### src/verilog/pesf_pkg.sv
// Package: register map, command codes and status words of the PIN block
package pesf_pkg;

  // ---------------------------------------------------------------
  // Register byte offsets
  // ---------------------------------------------------------------
  localparam logic [4:0] OFS_CMD    = 5'h00;
  localparam logic [4:0] OFS_PIN    = 5'h04;
  localparam logic [4:0] OFS_UNBLK  = 5'h08;
  localparam logic [4:0] OFS_NEWPIN = 5'h0c;
  localparam logic [4:0] OFS_RESULT = 5'h10;
  localparam logic [4:0] OFS_STATE  = 5'h14;
  localparam logic [4:0] OFS_TLV    = 5'h18;

  // ---------------------------------------------------------------
  // Command word fields
  // ---------------------------------------------------------------
  localparam int CMD_OP_LSB   = 0;
  localparam int CMD_EMPTY_BIT = 8;

  typedef enum logic [2:0] {
    OP_VERIFY  = 3'h0,
    OP_ENABLE  = 3'h1,
    OP_DISABLE = 3'h2,
    OP_UNBLOCK = 3'h3,
    OP_READ    = 3'h4,
    OP_STATUS  = 3'h5,
    OP_SESSION = 3'h6,
    OP_NONE    = 3'h7
  } pesf_op_t;

  typedef struct packed {
    logic     empty;
    pesf_op_t op;
  } pesf_cmd_t;

  typedef struct packed {
    logic [7:0] sw1;
    logic [7:0] sw2;
  } pesf_sw_t;

  // ---------------------------------------------------------------
  // Counter reset values and status words
  // ---------------------------------------------------------------
  localparam logic [1:0] PIN_TRIES_INIT   = 2'h3;
  localparam logic [3:0] UNBLK_TRIES_INIT = 4'ha;

  localparam pesf_sw_t SW_OK        = '{sw1: 8'h90, sw2: 8'h00};
  localparam pesf_sw_t SW_DENIED    = '{sw1: 8'h69, sw2: 8'h82};
  localparam pesf_sw_t SW_BLOCKED   = '{sw1: 8'h69, sw2: 8'h83};
  localparam pesf_sw_t SW_NOT_ALLOW = '{sw1: 8'h69, sw2: 8'h85};
  localparam pesf_sw_t SW_BAD_OP    = '{sw1: 8'h6d, sw2: 8'h00};
  localparam logic [7:0] SW1_RETRY  = 8'h63;
  localparam logic [7:0] SW2_RETRY  = 8'hc0;

  // Security status template entry of the STATUS answer
  localparam logic [7:0] TLV_TAG     = 8'h90;
  localparam logic [7:0] TLV_LEN     = 8'h01;
  localparam logic [7:0] TLV_ENABLED = 8'h80;
  localparam logic [7:0] TLV_DISABLE = 8'h00;

endpackage

### src/verilog/pesf_top.sv
// PIN enable / unblock security state machine with Avalon-MM slave
//
// Chosen here: the Avalon-MM register port and the register offsets.
`timescale 1ns/100ps
// ---------------------------------------------------------------
// Functional notes
// Unblock restores PIN retry counter, then conditionally installs new PIN.
// Unblock takes PIN target, unblock code and replacement PIN.
// Unblock runs whether or not the PIN is blocked.
// Correct unblock code stores new PIN, unblock tries 10, PIN tries 3.
// Successful unblock enables PIN and satisfies access for session.
// Wrong unblock code decrements the unblock retry counter.
// Ten wrong unblock codes across sessions block the unblock code.
// Wrong unblock code leaves PIN enable, block and counter untouched.
// Unblock with empty data only reports remaining unblock retries, retry_count_status_word.
// Any failed code check ends with an error status.
// Wrong PIN on enable gives retry_count_status_word, decrements, PIN stays disabled.
// Correct PIN on enable while disabled gives 9000 and enables.
// After enable, empty verify reports 63C3.
// Enabled, unverified PIN refuses protected read with 6982.
// Third wrong PIN gives 63C0 across resets and blocks the PIN.
// PIN-presenting command while blocked gives 6983.
// Blocked and enabled PIN denies protected access with 6982.
// Blocked but disabled PIN keeps granting access, 9000.
// Enable while enabled or blocked is refused with an error.
// STATUS answer carries tag 90 showing PIN enabled or disabled.
// Three wrong PINs across sessions block; counter kept non-volatile.
// One command at a time; counters updated before status is given.
// ---------------------------------------------------------------
module pesf_top #(
  parameter logic [31:0] PIN_INIT     = 32'h3030_3030,
  parameter logic [31:0] UNBLK_CODE   = 32'h3131_3131,
  parameter logic        PIN_EN_INIT  = 1'b1
) (
  input  wire logic        core_clk_i,
  input  wire logic        srst_i,
  input  wire logic        ce_i,
  input  wire logic [4:0]  address_i,
  input  wire logic        read_i,
  input  wire logic        write_i,
  input  wire logic [31:0] writedata_i,
  input  wire logic [3:0]  byteenable_i,
  output logic      [31:0] readdata_o,
  output logic             waitrequest_o
);

  // ---------------------------------------------------------------
  // Declarations
  // ---------------------------------------------------------------
  typedef enum logic [1:0] {
    ST_IDLE = 2'b00,
    ST_EXEC = 2'b01,
    ST_ACK  = 2'b10
  } pesf_state_t;

  pesf_state_t        st;
  pesf_pkg::pesf_cmd_t cmd;
  pesf_pkg::pesf_sw_t  result;
  logic [31:0]        pin_in;
  logic [31:0]        unblk_in;
  logic [31:0]        newpin_in;
  logic [31:0]        pin_ref;
  logic [1:0]         pin_tries;
  logic [3:0]         unblk_tries;
  logic               pin_enabled;
  logic               pin_verified;
  logic [23:0]        tlv;
  logic [31:0]        next_rdata;
  logic               exec;
  logic               pin_blocked;
  logic               unblk_blocked;
  logic               pin_match;
  logic               unblk_match;
  logic               access_ok;
  logic               bus_req;

  // Merge a write into a register by byte lanes
  function automatic logic [31:0] merge_be(input logic [31:0] old_v,
                                           input logic [31:0] new_v,
                                           input logic [3:0]  be);
    logic [31:0] r;
    r = old_v;
    for (int i = 0; i < 4; i++) begin
      if (be[i]) begin
        r[i*8 +: 8] = new_v[i*8 +: 8];
      end
    end
    return r;
  endfunction

  // Retry status word built from a remaining-attempts count
  function automatic pesf_pkg::pesf_sw_t retry_sw(input logic [3:0] n);
    pesf_pkg::pesf_sw_t s;
    s.sw1 = pesf_pkg::SW1_RETRY;
    s.sw2 = pesf_pkg::SW2_RETRY | {4'h0, n};
    return s;
  endfunction

  assign exec          = (st == ST_EXEC);
  assign bus_req       = (st == ST_IDLE) && (read_i || write_i);
  assign pin_blocked   = (pin_tries == 2'h0);
  assign unblk_blocked = (unblk_tries == 4'h0);
  assign pin_match     = (pin_in == pin_ref);
  assign unblk_match   = (unblk_in == UNBLK_CODE);
  // blocked gate
  // A disabled PIN keeps access even when blocked
  assign access_ok     = !pin_enabled || (pin_verified && !pin_blocked);

  always_comb begin
    next_rdata = 32'h0;
    unique case (address_i)
      pesf_pkg::OFS_CMD:    next_rdata = {23'h0, cmd.empty, 5'h0, cmd.op};
      pesf_pkg::OFS_PIN:    next_rdata = pin_in;
      pesf_pkg::OFS_UNBLK:  next_rdata = unblk_in;
      pesf_pkg::OFS_NEWPIN: next_rdata = newpin_in;
      pesf_pkg::OFS_RESULT: next_rdata = {16'h0, result};
      pesf_pkg::OFS_STATE:  next_rdata = {20'h0, unblk_tries, 2'h0,
                                          pin_tries, unblk_blocked,
                                          pin_blocked, pin_verified,
                                          pin_enabled};
      pesf_pkg::OFS_TLV:    next_rdata = {8'h0, tlv};
      default:              next_rdata = 32'h0;
    endcase
  end

  // ---------------------------------------------------------------
  // Bus handshake
  // ---------------------------------------------------------------
  // serial commands
  // Command writes hold waitrequest until all counters have settled
  always_ff @(posedge core_clk_i) begin
    if (srst_i) begin
      st            <= ST_IDLE;
      waitrequest_o <= 1'b1;
      readdata_o    <= 32'h0;
      cmd           <= '{empty: 1'b0, op: pesf_pkg::OP_NONE};
    end else if (ce_i) begin
      unique case (st)
        ST_IDLE: begin
          if (write_i && address_i == pesf_pkg::OFS_CMD) begin
            cmd.op    <= pesf_pkg::pesf_op_t'(
                           writedata_i[pesf_pkg::CMD_OP_LSB +: 3]);
            cmd.empty <= writedata_i[pesf_pkg::CMD_EMPTY_BIT];
            st        <= ST_EXEC;
          end else if (read_i || write_i) begin
            if (read_i) begin
              readdata_o <= next_rdata;
            end
            waitrequest_o <= 1'b0;
            st            <= ST_ACK;
          end
        end
        ST_EXEC: begin
          waitrequest_o <= 1'b0;
          st            <= ST_ACK;
        end
        ST_ACK: begin
          waitrequest_o <= 1'b1;
          st            <= ST_IDLE;
        end
        default: begin
          waitrequest_o <= 1'b1;
          st            <= ST_IDLE;
        end
      endcase
    end
  end

  // ---------------------------------------------------------------
  // Command operands
  // ---------------------------------------------------------------
  // unblock inputs
  always_ff @(posedge core_clk_i) begin
    if (srst_i) begin
      pin_in    <= 32'h0;
      unblk_in  <= 32'h0;
      newpin_in <= 32'h0;
    end else if (ce_i && bus_req && write_i) begin
      if (address_i == pesf_pkg::OFS_PIN) begin
        pin_in <= merge_be(pin_in, writedata_i, byteenable_i);
      end
      if (address_i == pesf_pkg::OFS_UNBLK) begin
        unblk_in <= merge_be(unblk_in, writedata_i, byteenable_i);
      end
      if (address_i == pesf_pkg::OFS_NEWPIN) begin
        newpin_in <= merge_be(newpin_in, writedata_i, byteenable_i);
      end
    end
  end

  // ---------------------------------------------------------------
  // Security state
  // ---------------------------------------------------------------
  // Counters survive a session restart; apart from successful code checks, only srst_i reloads them,
  // standing in for the non-volatile store.
  always_ff @(posedge core_clk_i) begin
    if (srst_i) begin
      pin_ref      <= PIN_INIT;
      pin_tries    <= pesf_pkg::PIN_TRIES_INIT;
      unblk_tries  <= pesf_pkg::UNBLK_TRIES_INIT;
      pin_enabled  <= PIN_EN_INIT;
      pin_verified <= 1'b0;
      result       <= pesf_pkg::SW_OK;
      tlv          <= 24'h0;
    end else if (ce_i && exec) begin
      unique case (cmd.op)
        pesf_pkg::OP_VERIFY: begin
          if (cmd.empty) begin
            // retry report
            result <= retry_sw({2'h0, pin_tries});
          end else if (pin_blocked) begin
            // blocked refusal
            result <= pesf_pkg::SW_BLOCKED;
          end else if (pin_match) begin
            pin_tries    <= pesf_pkg::PIN_TRIES_INIT;
            pin_verified <= 1'b1;
            result       <= pesf_pkg::SW_OK;
          end else begin
            // persistent count
            pin_tries    <= pin_tries - 2'h1;
            pin_verified <= 1'b0;
            // error status
            result       <= retry_sw({2'h0, pin_tries - 2'h1});
          end
        end
        pesf_pkg::OP_ENABLE: begin
          if (pin_blocked) begin
            // blocked refusal
            result <= pesf_pkg::SW_BLOCKED;
          end else if (pin_enabled) begin
            // already enabled
            result <= pesf_pkg::SW_NOT_ALLOW;
          end else if (pin_match) begin
            // enable PIN
            pin_tries   <= pesf_pkg::PIN_TRIES_INIT;
            pin_enabled <= 1'b1;
            result      <= pesf_pkg::SW_OK;
          end else begin
            // wrong enable
            // third failure
            pin_tries <= pin_tries - 2'h1;
            result    <= retry_sw({2'h0, pin_tries - 2'h1});
          end
        end
        pesf_pkg::OP_DISABLE: begin
          if (pin_blocked) begin
            result <= pesf_pkg::SW_BLOCKED;
          end else if (!pin_enabled) begin
            result <= pesf_pkg::SW_NOT_ALLOW;
          end else if (pin_match) begin
            pin_tries   <= pesf_pkg::PIN_TRIES_INIT;
            pin_enabled <= 1'b0;
            result      <= pesf_pkg::SW_OK;
          end else begin
            pin_tries <= pin_tries - 2'h1;
            result    <= retry_sw({2'h0, pin_tries - 2'h1});
          end
        end
        pesf_pkg::OP_UNBLOCK: begin
          // regardless of block
          if (cmd.empty) begin
            // report only
            result <= retry_sw(unblk_tries);
          end else if (unblk_blocked) begin
            // code blocked
            result <= pesf_pkg::SW_BLOCKED;
          end else if (unblk_match) begin
            // restore then install
            // reload counters
            // enable and satisfy
            pin_tries    <= pesf_pkg::PIN_TRIES_INIT;
            pin_ref      <= newpin_in;
            unblk_tries  <= pesf_pkg::UNBLK_TRIES_INIT;
            pin_enabled  <= 1'b1;
            pin_verified <= 1'b1;
            result       <= pesf_pkg::SW_OK;
          end else begin
            // decrement code
            // PIN untouched
            unblk_tries <= unblk_tries - 4'h1;
            result      <= retry_sw(unblk_tries - 4'h1);
          end
        end
        pesf_pkg::OP_READ: begin
          // unverified refusal
          // disabled grant
          result <= access_ok ? pesf_pkg::SW_OK : pesf_pkg::SW_DENIED;
        end
        pesf_pkg::OP_STATUS: begin
          // template entry
          tlv    <= {pesf_pkg::TLV_TAG, pesf_pkg::TLV_LEN,
                     pin_enabled ? pesf_pkg::TLV_ENABLED
                                 : pesf_pkg::TLV_DISABLE};
          result <= pesf_pkg::SW_OK;
        end
        pesf_pkg::OP_SESSION: begin
          // Card reset: session rights lost, counters kept
          pin_verified <= 1'b0;
          result       <= pesf_pkg::SW_OK;
        end
        pesf_pkg::OP_NONE: begin
          result <= pesf_pkg::SW_BAD_OP;
        end
      endcase
    end
  end

  logic unb_ok;
  logic unb_bad;
  assign unb_ok  = exec && ce_i && cmd.op == pesf_pkg::OP_UNBLOCK &&
                   !cmd.empty && !unblk_blocked && unblk_match;
  assign unb_bad = exec && ce_i && cmd.op == pesf_pkg::OP_UNBLOCK &&
                   !cmd.empty && !unblk_blocked && !unblk_match;
endmodule // pesf_top
### config.mk
export PLATFORM = sky130hd
export DESIGN_NAME = pesf_top
export DESIGN_NICKNAME = d
export VERILOG_FILES = /design/src/verilog/pesf_pkg.sv /design/src/verilog/pesf_top.sv
export SDC_FILE = /design/constraint.sdc
export NUM_CORES = 1
export LEC_CHECK = 0
export BUFFER_PORTS_ARGS = -buffer_cell sky130_fd_sc_hd__buf_2
export CORE_MARGIN = 2
export CORE_UTILIZATION = 45
export DETAILED_ROUTE_END_ITERATION = 8
export GPL_TIMING_DRIVEN = 0
export PLACE_DENSITY = 0.63
export SETUP_SLACK_MARGIN = 0.1
export SLEW_MARGIN = 20
export SYNTH_ARGS = -nofsm -noshare
export SYNTH_HDL_FRONTEND = slang
export SYNTH_SLANG_ARGS = --single-unit
### constraint.sdc
create_clock -name core_clk_i -period 3 [get_ports core_clk_i]
set_input_delay 0.15 -clock core_clk_i [delete_from_list [all_inputs] [get_ports core_clk_i]]
set_output_delay 0.15 -clock core_clk_i [all_outputs]
set_load 0.005 [all_outputs]
==> results of run 1 <==
-- worst register-to-register path: stages, from the launching register on --
cell and delay (ns):
dfxtp_1 0.42, nor4bb_1 0.42, nand4_1 0.29, nor3_1 0.83, o21ai_0 0.18, a211oi_1 0.38, a211oi_1 0.13
-- power by group --
group	internal (W)	switching, W	leakage (nW)
registers	0.00249	0.0000105	1.51
clock network	0.00117	0.00109	0.266
logic	0.0000982	0.000202	2.12
-- sequential cells by signal, indices dropped and copies added, names as in the netlist --
register,flops
newpin_in,32
pin_in,32
pin_ref,32
readdata_o,32
unblk_in,32
result,10
cmd,4
unblk_tries,4
pin_tries,2
st,2
tlv,2
pin_enabled,1
pin_verified,1
waitrequest_o,1
-- Yosys cell counts (13+ instances only) --
cell,count,area share (%)
nand3_1,75,4.4
xor2_1,32,3.3
dfxtp_1,187,44
a2bb2oi_1,19,1.9
mux2i_1,36,4.2
nor3_1,14,0.82
nand3b_1,13,1.1
nand2_1,181,7.9
nor4_1,13,0.95
nor2_1,87,3.8
a222oi_1,26,3.0
a21oi_1,126,7.4
buf_2,22,1.3
clkbuf_1,55,2.4
-- cells by family (layout without fill, tap and decap cells) --
| kind of cell | after synthesis | in the layout | share of synthesized area (%) |
|---|---|---|---|
| buffers and inverters | 91 | 224 | 4.59 |
| multiplexers | 39 | 39 | 4.60 |
| XOR/XNOR | 33 | 33 | 3.37 |
| AND/OR/NAND/NOR | 445 | 445 | 24.4 |
| flip-flops | 187 | 187 | 43.7 |
| adder cells (fa/ha/maj) | 3 | 3 | 0.438 |
| AO/OA/AOI/OAI | 246 | 246 | 18.9 |
-- metal layers --
layer  vias to the layer above  part of all wire [%]  GRT usage [%]
met3                        41                   8.3           5.55
met1                      4060                    45           44.2
met5                         -                     0              0
met4                         0                   2.3           9.11
met2                       381                    44           45.4
li1                       3975                     -              -
-- final timing paths --
| path | from | depth (start not counted) | slack (ns) | end |
|---|---|---|---|---|
| setup / recovery | unblk_in[29] | 6 | 0.21 | result[0] |
| hold / removal | writedata_i[7] | 3 | 0.01 | pin_in[7] |
| setup reg to reg | unblk_in[29] | 6 | 0.21 | result[0] |
| hold reg to reg | tlv[8] | 2 | 0.45 | tlv[8] |
-- layout make-up --
type | instances | area [um2] | area share [%]
flip-flops and latches | 187 | 3740 | 37.1
repair buffers | 101 | 641 | 6.35
well taps | 234 | 293 | 2.90
plain buffers | 83 | 364 | 3.61
clock buffers | 17 | 425 | 4.21
clock inverters | 15 | 155 | 1.54
inverters | 8 | 30.0 | 0.297
multi-input cells | 766 | 4440 | 44.0
-- metrics by stage --
| stage | utilization [%] | power [W] | std cells | hold WS (ns) |
|---|---|---|---|---|
| 5_1_grt | 54.0 | 0.00520 | 1411 | 0.00752 |
| 2_1_floorplan | - | 0.00270 | 1044 | 0.294 |
| 3_5_place_dp | 49.4 | 0.00283 | 1352 | 0.427 |
| 4_1_cts | 53.9 | 0.00508 | 1411 | 0.00603 |
| 3_3_place_gp | 49.4 | 0.00283 | 1352 | 0.422 |
| 6_report | 54.0 | 0.00506 | 1411 | 0.0131 |
-- what timing repair did --
action | CTS | global route
endpoints found under the hold margin | 71 | 0
resized for setup | 0 | 4
setup endpoints to repair | 0 | 43
hold buffers | 27 | 0
==> flow_metrics.env, run 1 <==
export IMPL_status="completed"
export IMPL_initial_core_util_pct=45.8
export IMPL_crit_path_end_kind="flip-flop"
export IMPL_route_antenna_remaining_nets=0
export IMPL_core_area_um2=18700
export IMPL_num_vias=8457
export IMPL_min_period_ns=2.79
export IMPL_yosysWarningCount=0
export IMPL_ios=79
export IMPL_clock_latency_ns=0.45
export IMPL_grt_pass1_wl_um=45900
export IMPL_wl_per_cell_um=21.5
export IMPL_startpoint_type="flip-flop"
export IMPL_crit_family="simple AND/OR/NAND/NOR gates"
export IMPL_dieWidth_um=142
export IMPL_drive_above_1_share_pct=12.9
export IMPL_cp_max_fo=9
export IMPL_synthToLayoutAreaGrowth_pct=17.8
export IMPL_tightest_slew_ns=1.07
export IMPL_required_ns=3.30
export IMPL_place_area_um2=9230
export IMPL_final_cell_mix="dfxtp_1, nand2_1, a21oi_1, buf_2, nor2_1"
export IMPL_fin_setup_tns_ns=0
export IMPL_viasPerCell=5.99
export IMPL_antenna_found_initial=0
export IMPL_grt_overflow=0
export IMPL_post_cts_setup_buffer_count=0
export IMPL_hold_viol=0
export IMPL_rows=50
export IMPL_syn_area_um2=8570
export IMPL_drv_slew=0
export IMPL_n_fill_cell=1827
export IMPL_path_clk_slew_ns=0.08
export IMPL_finalCritPeriodShare_pct=93.1
export IMPL_cts_buffers=17
export IMPL_ys_flop_type="dfxtp_1"
export IMPL_clockRootBuffer="clkbuf_16"
export IMPL_hp_class="input pin to flip-flop"
export IMPL_htree_levels=4
export IMPL_rsz0062_at_grt="true"
export IMPL_synth_edf_count=0
export IMPL_yosysUniqueCellTypes=64
export IMPL_crit_slowest_cell="nor3_1"
export IMPL_syn_avg_cell_area_um2=8.21
export IMPL_gp_congestion=0.932
export IMPL_grt_max_degree=19
export IMPL_fmax_ghz=0.358
export IMPL_fin_skew_ns=0.0169
export IMPL_p_leak_nw=3.89
export IMPL_maxCapViolCount=0
export IMPL_drtIter0Drc=1139
export IMPL_crit_type="flip-flop to flip-flop"
export IMPL_n_antenna_cell=0
export IMPL_path_cells="nor4bb_1 > nand4_1 > nor3_1 > o21ai_0 > a211oi_1 > a211oi_1"
export IMPL_drc=0
export IMPL_fin_nets=1213
export IMPL_power_density_nw_per_um2=502
export IMPL_drt_wl_total_um=30300
export IMPL_drt_first_pass_iters=8
export IMPL_die_h_um=142
export IMPL_synth_net_count=1093
export IMPL_cp_common_cell="a211oi_1"
export IMPL_peakVddDrop_mv=0.419
export IMPL_setup_viol=0
export IMPL_critPathBufInv=0
export IMPL_ys_ff_latch=187
export IMPL_async_flop_share_pct=0
export IMPL_seq_area_frac_synth_pct=43.7
export IMPL_cts_tree="yes"
export IMPL_arrival_ns=3.10
export IMPL_final_common_cell="dfxtp_1"
export IMPL_postLayoutCellArea_um2=10100
export IMPL_grt_pass1_vias=7778
export IMPL_numClockSinks=187
export IMPL_syn_inst=1044
export IMPL_dp_hpwl_um=21900
export IMPL_die_area_um2=20200
export IMPL_cp_slowest_stage_delay_ns=0.83
export IMPL_post_place_ws_ns=0.0652
export IMPL_track_usage_pct=30.3
export IMPL_portBuffers=74
export IMPL_clockBufferDepth=2
export IMPL_setup_ws_ns=0.207
export IMPL_slew_headroom_pct=28.1
(Power assumes the default switching activity.)
==> run 2, diff against run 1 <==
- CORE_UTILIZATION: 45 -> 30
- PLACE_DENSITY: 0.63 -> 0.46
==> run 2 against run 1 <==
Clock skew decreased by 0.0053 ns. Maximum frequency up 1.9%. Total power up 1.1%. Flip-flop and latch count is the same.
==> flow_metrics.env, run 2 (synthesis gave the netlist of run 1 again) <==
export IMPL_final_common_cell="dfxtp_1"
export IMPL_crit_slowest_cell="dfxtp_1"
export IMPL_clockRootBuffer="clkbuf_16"
export IMPL_grt_pass1_vias=7879
export IMPL_slew_headroom_pct=43.1
export IMPL_crit_family="simple AND/OR/NAND/NOR gates"
export IMPL_p_leak_nw=3.89
export IMPL_core_area_um2=27900
export IMPL_fin_nets=1209
export IMPL_ios=79
export IMPL_fin_skew_ns=0.0116
export IMPL_synthToLayoutAreaGrowth_pct=19.6
export IMPL_holdWs_ns=0.00199
export IMPL_setup_viol=0
export IMPL_holdPathStages=3
export IMPL_ff2ff_path_depth=8
export IMPL_drive_above_1_share_pct=13.3
export IMPL_finalCritPeriodShare_pct=91.4
export IMPL_gp_congestion=0.881
export IMPL_clockBufferDepth=2
export IMPL_dp_hpwl_um=24800
export IMPL_critPathBufInv=1
export IMPL_n_antenna_cell=0
export IMPL_drc=0
export IMPL_fmax_ghz=0.365
export IMPL_required_ns=3.33
export IMPL_min_period_ns=2.74
export IMPL_numClockSinks=187
export IMPL_portBuffers=74
export IMPL_num_vias=8316
export IMPL_grt_pass1_wl_um=50900
export IMPL_startpoint_type="flip-flop"
export IMPL_viasPerCell=5.37
export IMPL_path_cells="inv_1 > ha_1 > nor2b_1 > or4_1 > nor4_2 > o32a_1 > nor4b_1 > o21bai_1"
export IMPL_hold_viol=0
export IMPL_status="completed"
export IMPL_track_usage_pct=22.3
export IMPL_cp_depth=8
export IMPL_post_route_util_pct=36.7
export IMPL_rsz0062_at_grt="true"
export IMPL_drtIter0Drc=880
export IMPL_place_area_um2=9410
export IMPL_dieWidth_um=173
export IMPL_crit_type="flip-flop to flip-flop"
export IMPL_antenna_found_initial=0
export IMPL_initial_core_util_pct=30.7
export IMPL_htree_levels=4
export IMPL_post_cts_setup_buffer_count=0
export IMPL_final_cell_mix="dfxtp_1, nand2_1, a21oi_1, buf_2, nor2_1"
export IMPL_peakVddDrop_mv=0.310
export IMPL_die_area_um2=29900
export IMPL_drt_wl_total_um=33800
export IMPL_drv_slew=0
export IMPL_clock_latency_ns=0.44
export IMPL_maxCapViolCount=0
export IMPL_finalPower_w=0.00512
export IMPL_drt_first_pass_iters=6
export IMPL_crit_path_end_kind="flip-flop"
export IMPL_cp_max_fo=6
export IMPL_power_density_nw_per_um2=499
export IMPL_setup_ws_ns=0.257
export IMPL_hp_class="input pin to flip-flop"
export IMPL_cts_tree="yes"
export IMPL_postLayoutCellArea_um2=10300
export IMPL_cts_buffers=17
export IMPL_rows=61
export IMPL_grt_overflow=0
export IMPL_path_clk_slew_ns=0.08
export IMPL_tightest_slew_ns=0.854
export IMPL_wl_per_cell_um=21.8
export IMPL_grt_max_degree=19
export IMPL_post_place_ws_ns=-0.401
export IMPL_route_antenna_remaining_nets=0
export IMPL_cp_slowest_stage_delay_ns=0.50
export IMPL_arrival_ns=3.07
export IMPL_die_h_um=173
[run 2: cell types whose count changed in the layout (fill, tap and decap cells not counted), sizes merged]
cell         before  now
dlygate4sd3      27   23
clkinvlp          6    3
clkinv            1    3
buf             101  100
clkbuf           73   74
[run 2: layer usage]
| layer | GRT usage, % | wire length (um) | vias to the layer above |
|---|---|---|---|
| met1 | 32.7 | 16300 | 4047 |
| met4 | 5.08 | 481 | 0 |
| met3 | 2.75 | 1860 | 25 |
| li1 | - | - | 3952 |
| met2 | 34.9 | 15200 | 292 |
| met5 | 0 | 0 | - |
[run 2: worst paths after layout]
check / from / end / slack, ns
max: pin_tries[0] / pin_tries[0] / 0.26
min: writedata_i[6] / newpin_in[6] / 0.002
max reg2reg: pin_tries[0] / pin_tries[0] / 0.26
min reg2reg: readdata_o[2] / readdata_o[2] / 0.45
[run 2: where the power goes]
group,internal (W),switching [W]
logic,0.0000950,0.000210
clock network,0.00118,0.00113
registers,0.00249,0.0000111
total,0.00377,0.00135
[run 2: cell type report]
class                   instances  area (um2)
inverters                       8        30.0
repair buffers                 97         601
plain buffers                  83         368
flip-flops and latches        187        3740
well taps                     378         473
clock inverters                14         158
fillers                      3046       17700
multi-input cells             766        4450
clock buffers                  17         425
[run 2: worst min-delay path, cell delays in order]
cell and delay [ns]:
buf_2 0.13, nand3_1 0.07, a21oi_1 0.05
[run 2: through the flow]
stage / instances / setup TNS (ns)
final: 1550 / 0
after floorplan: 1044 / 0
after global placement: 1496 / -9.62
after detailed placement: 1496 / -9.51
after CTS: 1550 / 0
after global routing: 1550 / 0
[run 2: repair_timing]
action / CTS / global route
resized for setup: 2 / 6
endpoints found under the setup margin: 12 / 92
hold buffers: 23 / 0
endpoints found under the hold margin: 66 / 0
gates cloned: 0 / 0
==> run 3, diff against run 2 <==
- CORE_ASPECT_RATIO: not set -> 0.5
- clock period: 3 -> 3.1 ns (I/O delays scaled with it)
==> run 3 against run 2 <==
Critical path depth up 1. First-iteration DRC count up 14%. Die area up 0.27%. Combinational power about the same. Core utilization up 0.49 points. Clock-buffer cell count up 5. Critical endpoint is now readdata_o[14]. Clock skew up 0.0072 ns. Register-to-register slack better by 0.09 ns. Sequential share of layout area down 0.40 points.
==> flow_metrics.env, run 3 (synthesis gave the netlist of run 1 again) <==
export IMPL_tightest_slew_ns=1.01
export IMPL_hold_viol=0
export IMPL_rsz0062_at_grt="false"
export IMPL_dp_cells=1500
export IMPL_finalCritPeriodShare_pct=94.6
export IMPL_wl_per_cell_um=21.9
export IMPL_post_route_util_pct=37.2
export IMPL_final_cell_mix="dfxtp_1, nand2_1, a21oi_1, buf_2, nor2_1"
export IMPL_route_antenna_remaining_nets=0
export IMPL_die_h_um=124
export IMPL_clock_latency_ns=0.46
export IMPL_dp_hpwl_um=24900
export IMPL_hp_class="input pin to flip-flop"
export IMPL_grt_pass1_vias=7979
export IMPL_clockRootBuffer="clkbuf_16"
export IMPL_arrival_ns=3.22
export IMPL_numClockSinks=187
export IMPL_power_density_nw_per_um2=496
export IMPL_post_place_ws_ns=-0.378
export IMPL_crit_type="input pin to flip-flop"
export IMPL_fmax_ghz=0.341
export IMPL_drtIter0Drc=999
export IMPL_critPathBufInv=3
export IMPL_peakVddDrop_mv=0.402
export IMPL_cts_tree="yes"
export IMPL_grt_pass1_wl_um=50900
export IMPL_portBuffers=74
export IMPL_setup_viol=0
export IMPL_maxCapViolCount=0
export IMPL_cts_buffers=17
export IMPL_antenna_found_initial=1
export IMPL_cp_common_cell="clkbuf_1"
export IMPL_grt_max_degree=17
export IMPL_track_usage_pct=23.1
export IMPL_gp_congestion=0.901
export IMPL_grt_overflow=0
export IMPL_viasPerCell=5.45
export IMPL_dieWidth_um=243
export IMPL_crit_path_end_kind="flip-flop"
export IMPL_min_period_ns=2.93
export IMPL_path_cells="buf_2 > nor3_1 > nor3b_1 > a21o_1 > or4_1 > clkbuf_1 > clkbuf_1 > a31o_2 > a21oi_1"
export IMPL_die_area_um2=30000
export IMPL_final_cells=1561
export IMPL_rows=43
export IMPL_cp_slowest_stage_delay_ns=0.62
export IMPL_initial_core_util_pct=30.7
export IMPL_fin_skew_ns=0.0188
export IMPL_cp_max_fo=10
export IMPL_slew_headroom_pct=32.6
export IMPL_fin_setup_tns_ns=0
export IMPL_required_ns=3.39
export IMPL_core_area_um2=27900
export IMPL_synthToLayoutAreaGrowth_pct=21.0
export IMPL_n_antenna_cell=0
export IMPL_holdWs_ns=0.0125
export IMPL_path_clk_slew_ns=0.07
export IMPL_startpoint_type="input pin"
export IMPL_crit_slowest_cell="clkbuf_1"
export IMPL_final_common_cell="dfxtp_1"
export IMPL_drt_wl_total_um=34200
export IMPL_clockBufferDepth=2
export IMPL_num_vias=8513
export IMPL_drv_slew=0
export IMPL_setup_ws_ns=0.167
export IMPL_crit_family="buffers and inverters"
export IMPL_htree_levels=4
export IMPL_ios=79
export IMPL_drt_first_pass_iters=7
export IMPL_post_cts_setup_buffer_count=0
export IMPL_p_leak_nw=3.96
export IMPL_status="completed"
export IMPL_drive_above_1_share_pct=13.0
export IMPL_drc=0
export IMPL_fin_nets=1215
-- run 3: changes by cell type in the layout (fill, tap and decap cells not counted), sizes merged --
cell,previous run,this run
clkinvlp,3,0
clkbuf,74,78
inv,15,13
dlygate4sd3,23,29
buf,100,101
clkinv,3,2
bufinv,1,3
-- run 3: layer usage --
metal | wire length, um | vias to the layer above | global-route usage [%]
li1 | - | 3981 | -
met1 | 16400 | 4190 | 33.0
met2 | 14700 | 308 | 35.2
met3 | 2410 | 34 | 4.49
met4 | 663 | 0 | 6.90
met5 | 0 | - | 0
-- run 3: worst paths after layout --
kind	start	end	slack, ns	depth (start not counted)
max	address_i[2]	readdata_o[14]	0.17	9
max reg2reg	st[1]	readdata_o[14]	0.35	8
min	writedata_i[0]	newpin_in[0]	0.01	3
min reg2reg	tlv[8]	tlv[8]	0.46	2
-- run 3: area by class of cell --
type                            count  area (um2)
Buffer                             83         365
Multi-Input combinational cell    766        4460
Timing Repair Buffer              103         661
Inverter                            8        30.0
Fill cell                        2930       17500
Clock buffer                       22         484
Tap cell                          382         478
Sequential cell                   187        3740
Clock inverter                     10         146
-- run 3: timing repair --
action / 4_1_cts / 5_1_grt
hold endpoints to repair: 81 / 0
hold buffers: 29 / 0
resized for setup: 2 / 6
cloned: 0 / 0
endpoints found under the setup margin: 3 / 66
-- run 3: stage by stage --
stage	power (W)	instance area, um2
final	0.00514	10400
after global routing	0.00528	10400
after CTS	0.00515	10300
after detailed placement	0.00275	9420
after global placement	0.00275	9420
after floorplan	0.00261	8570
-- run 3: power breakdown --
part           switching, W  total (W)  internal, W
Combinational      0.000207   0.000304    0.0000968
Sequential        0.0000112    0.00242      0.00241
Clock               0.00104    0.00241      0.00137
-- run 3: worst min-delay path: cells and delay by family --
kind                   cells  cell delay [ns]
buffers and inverters      1             0.14
AO/OA/AOI/OAI              1             0.05
AND/OR/NAND/NOR            1             0.07
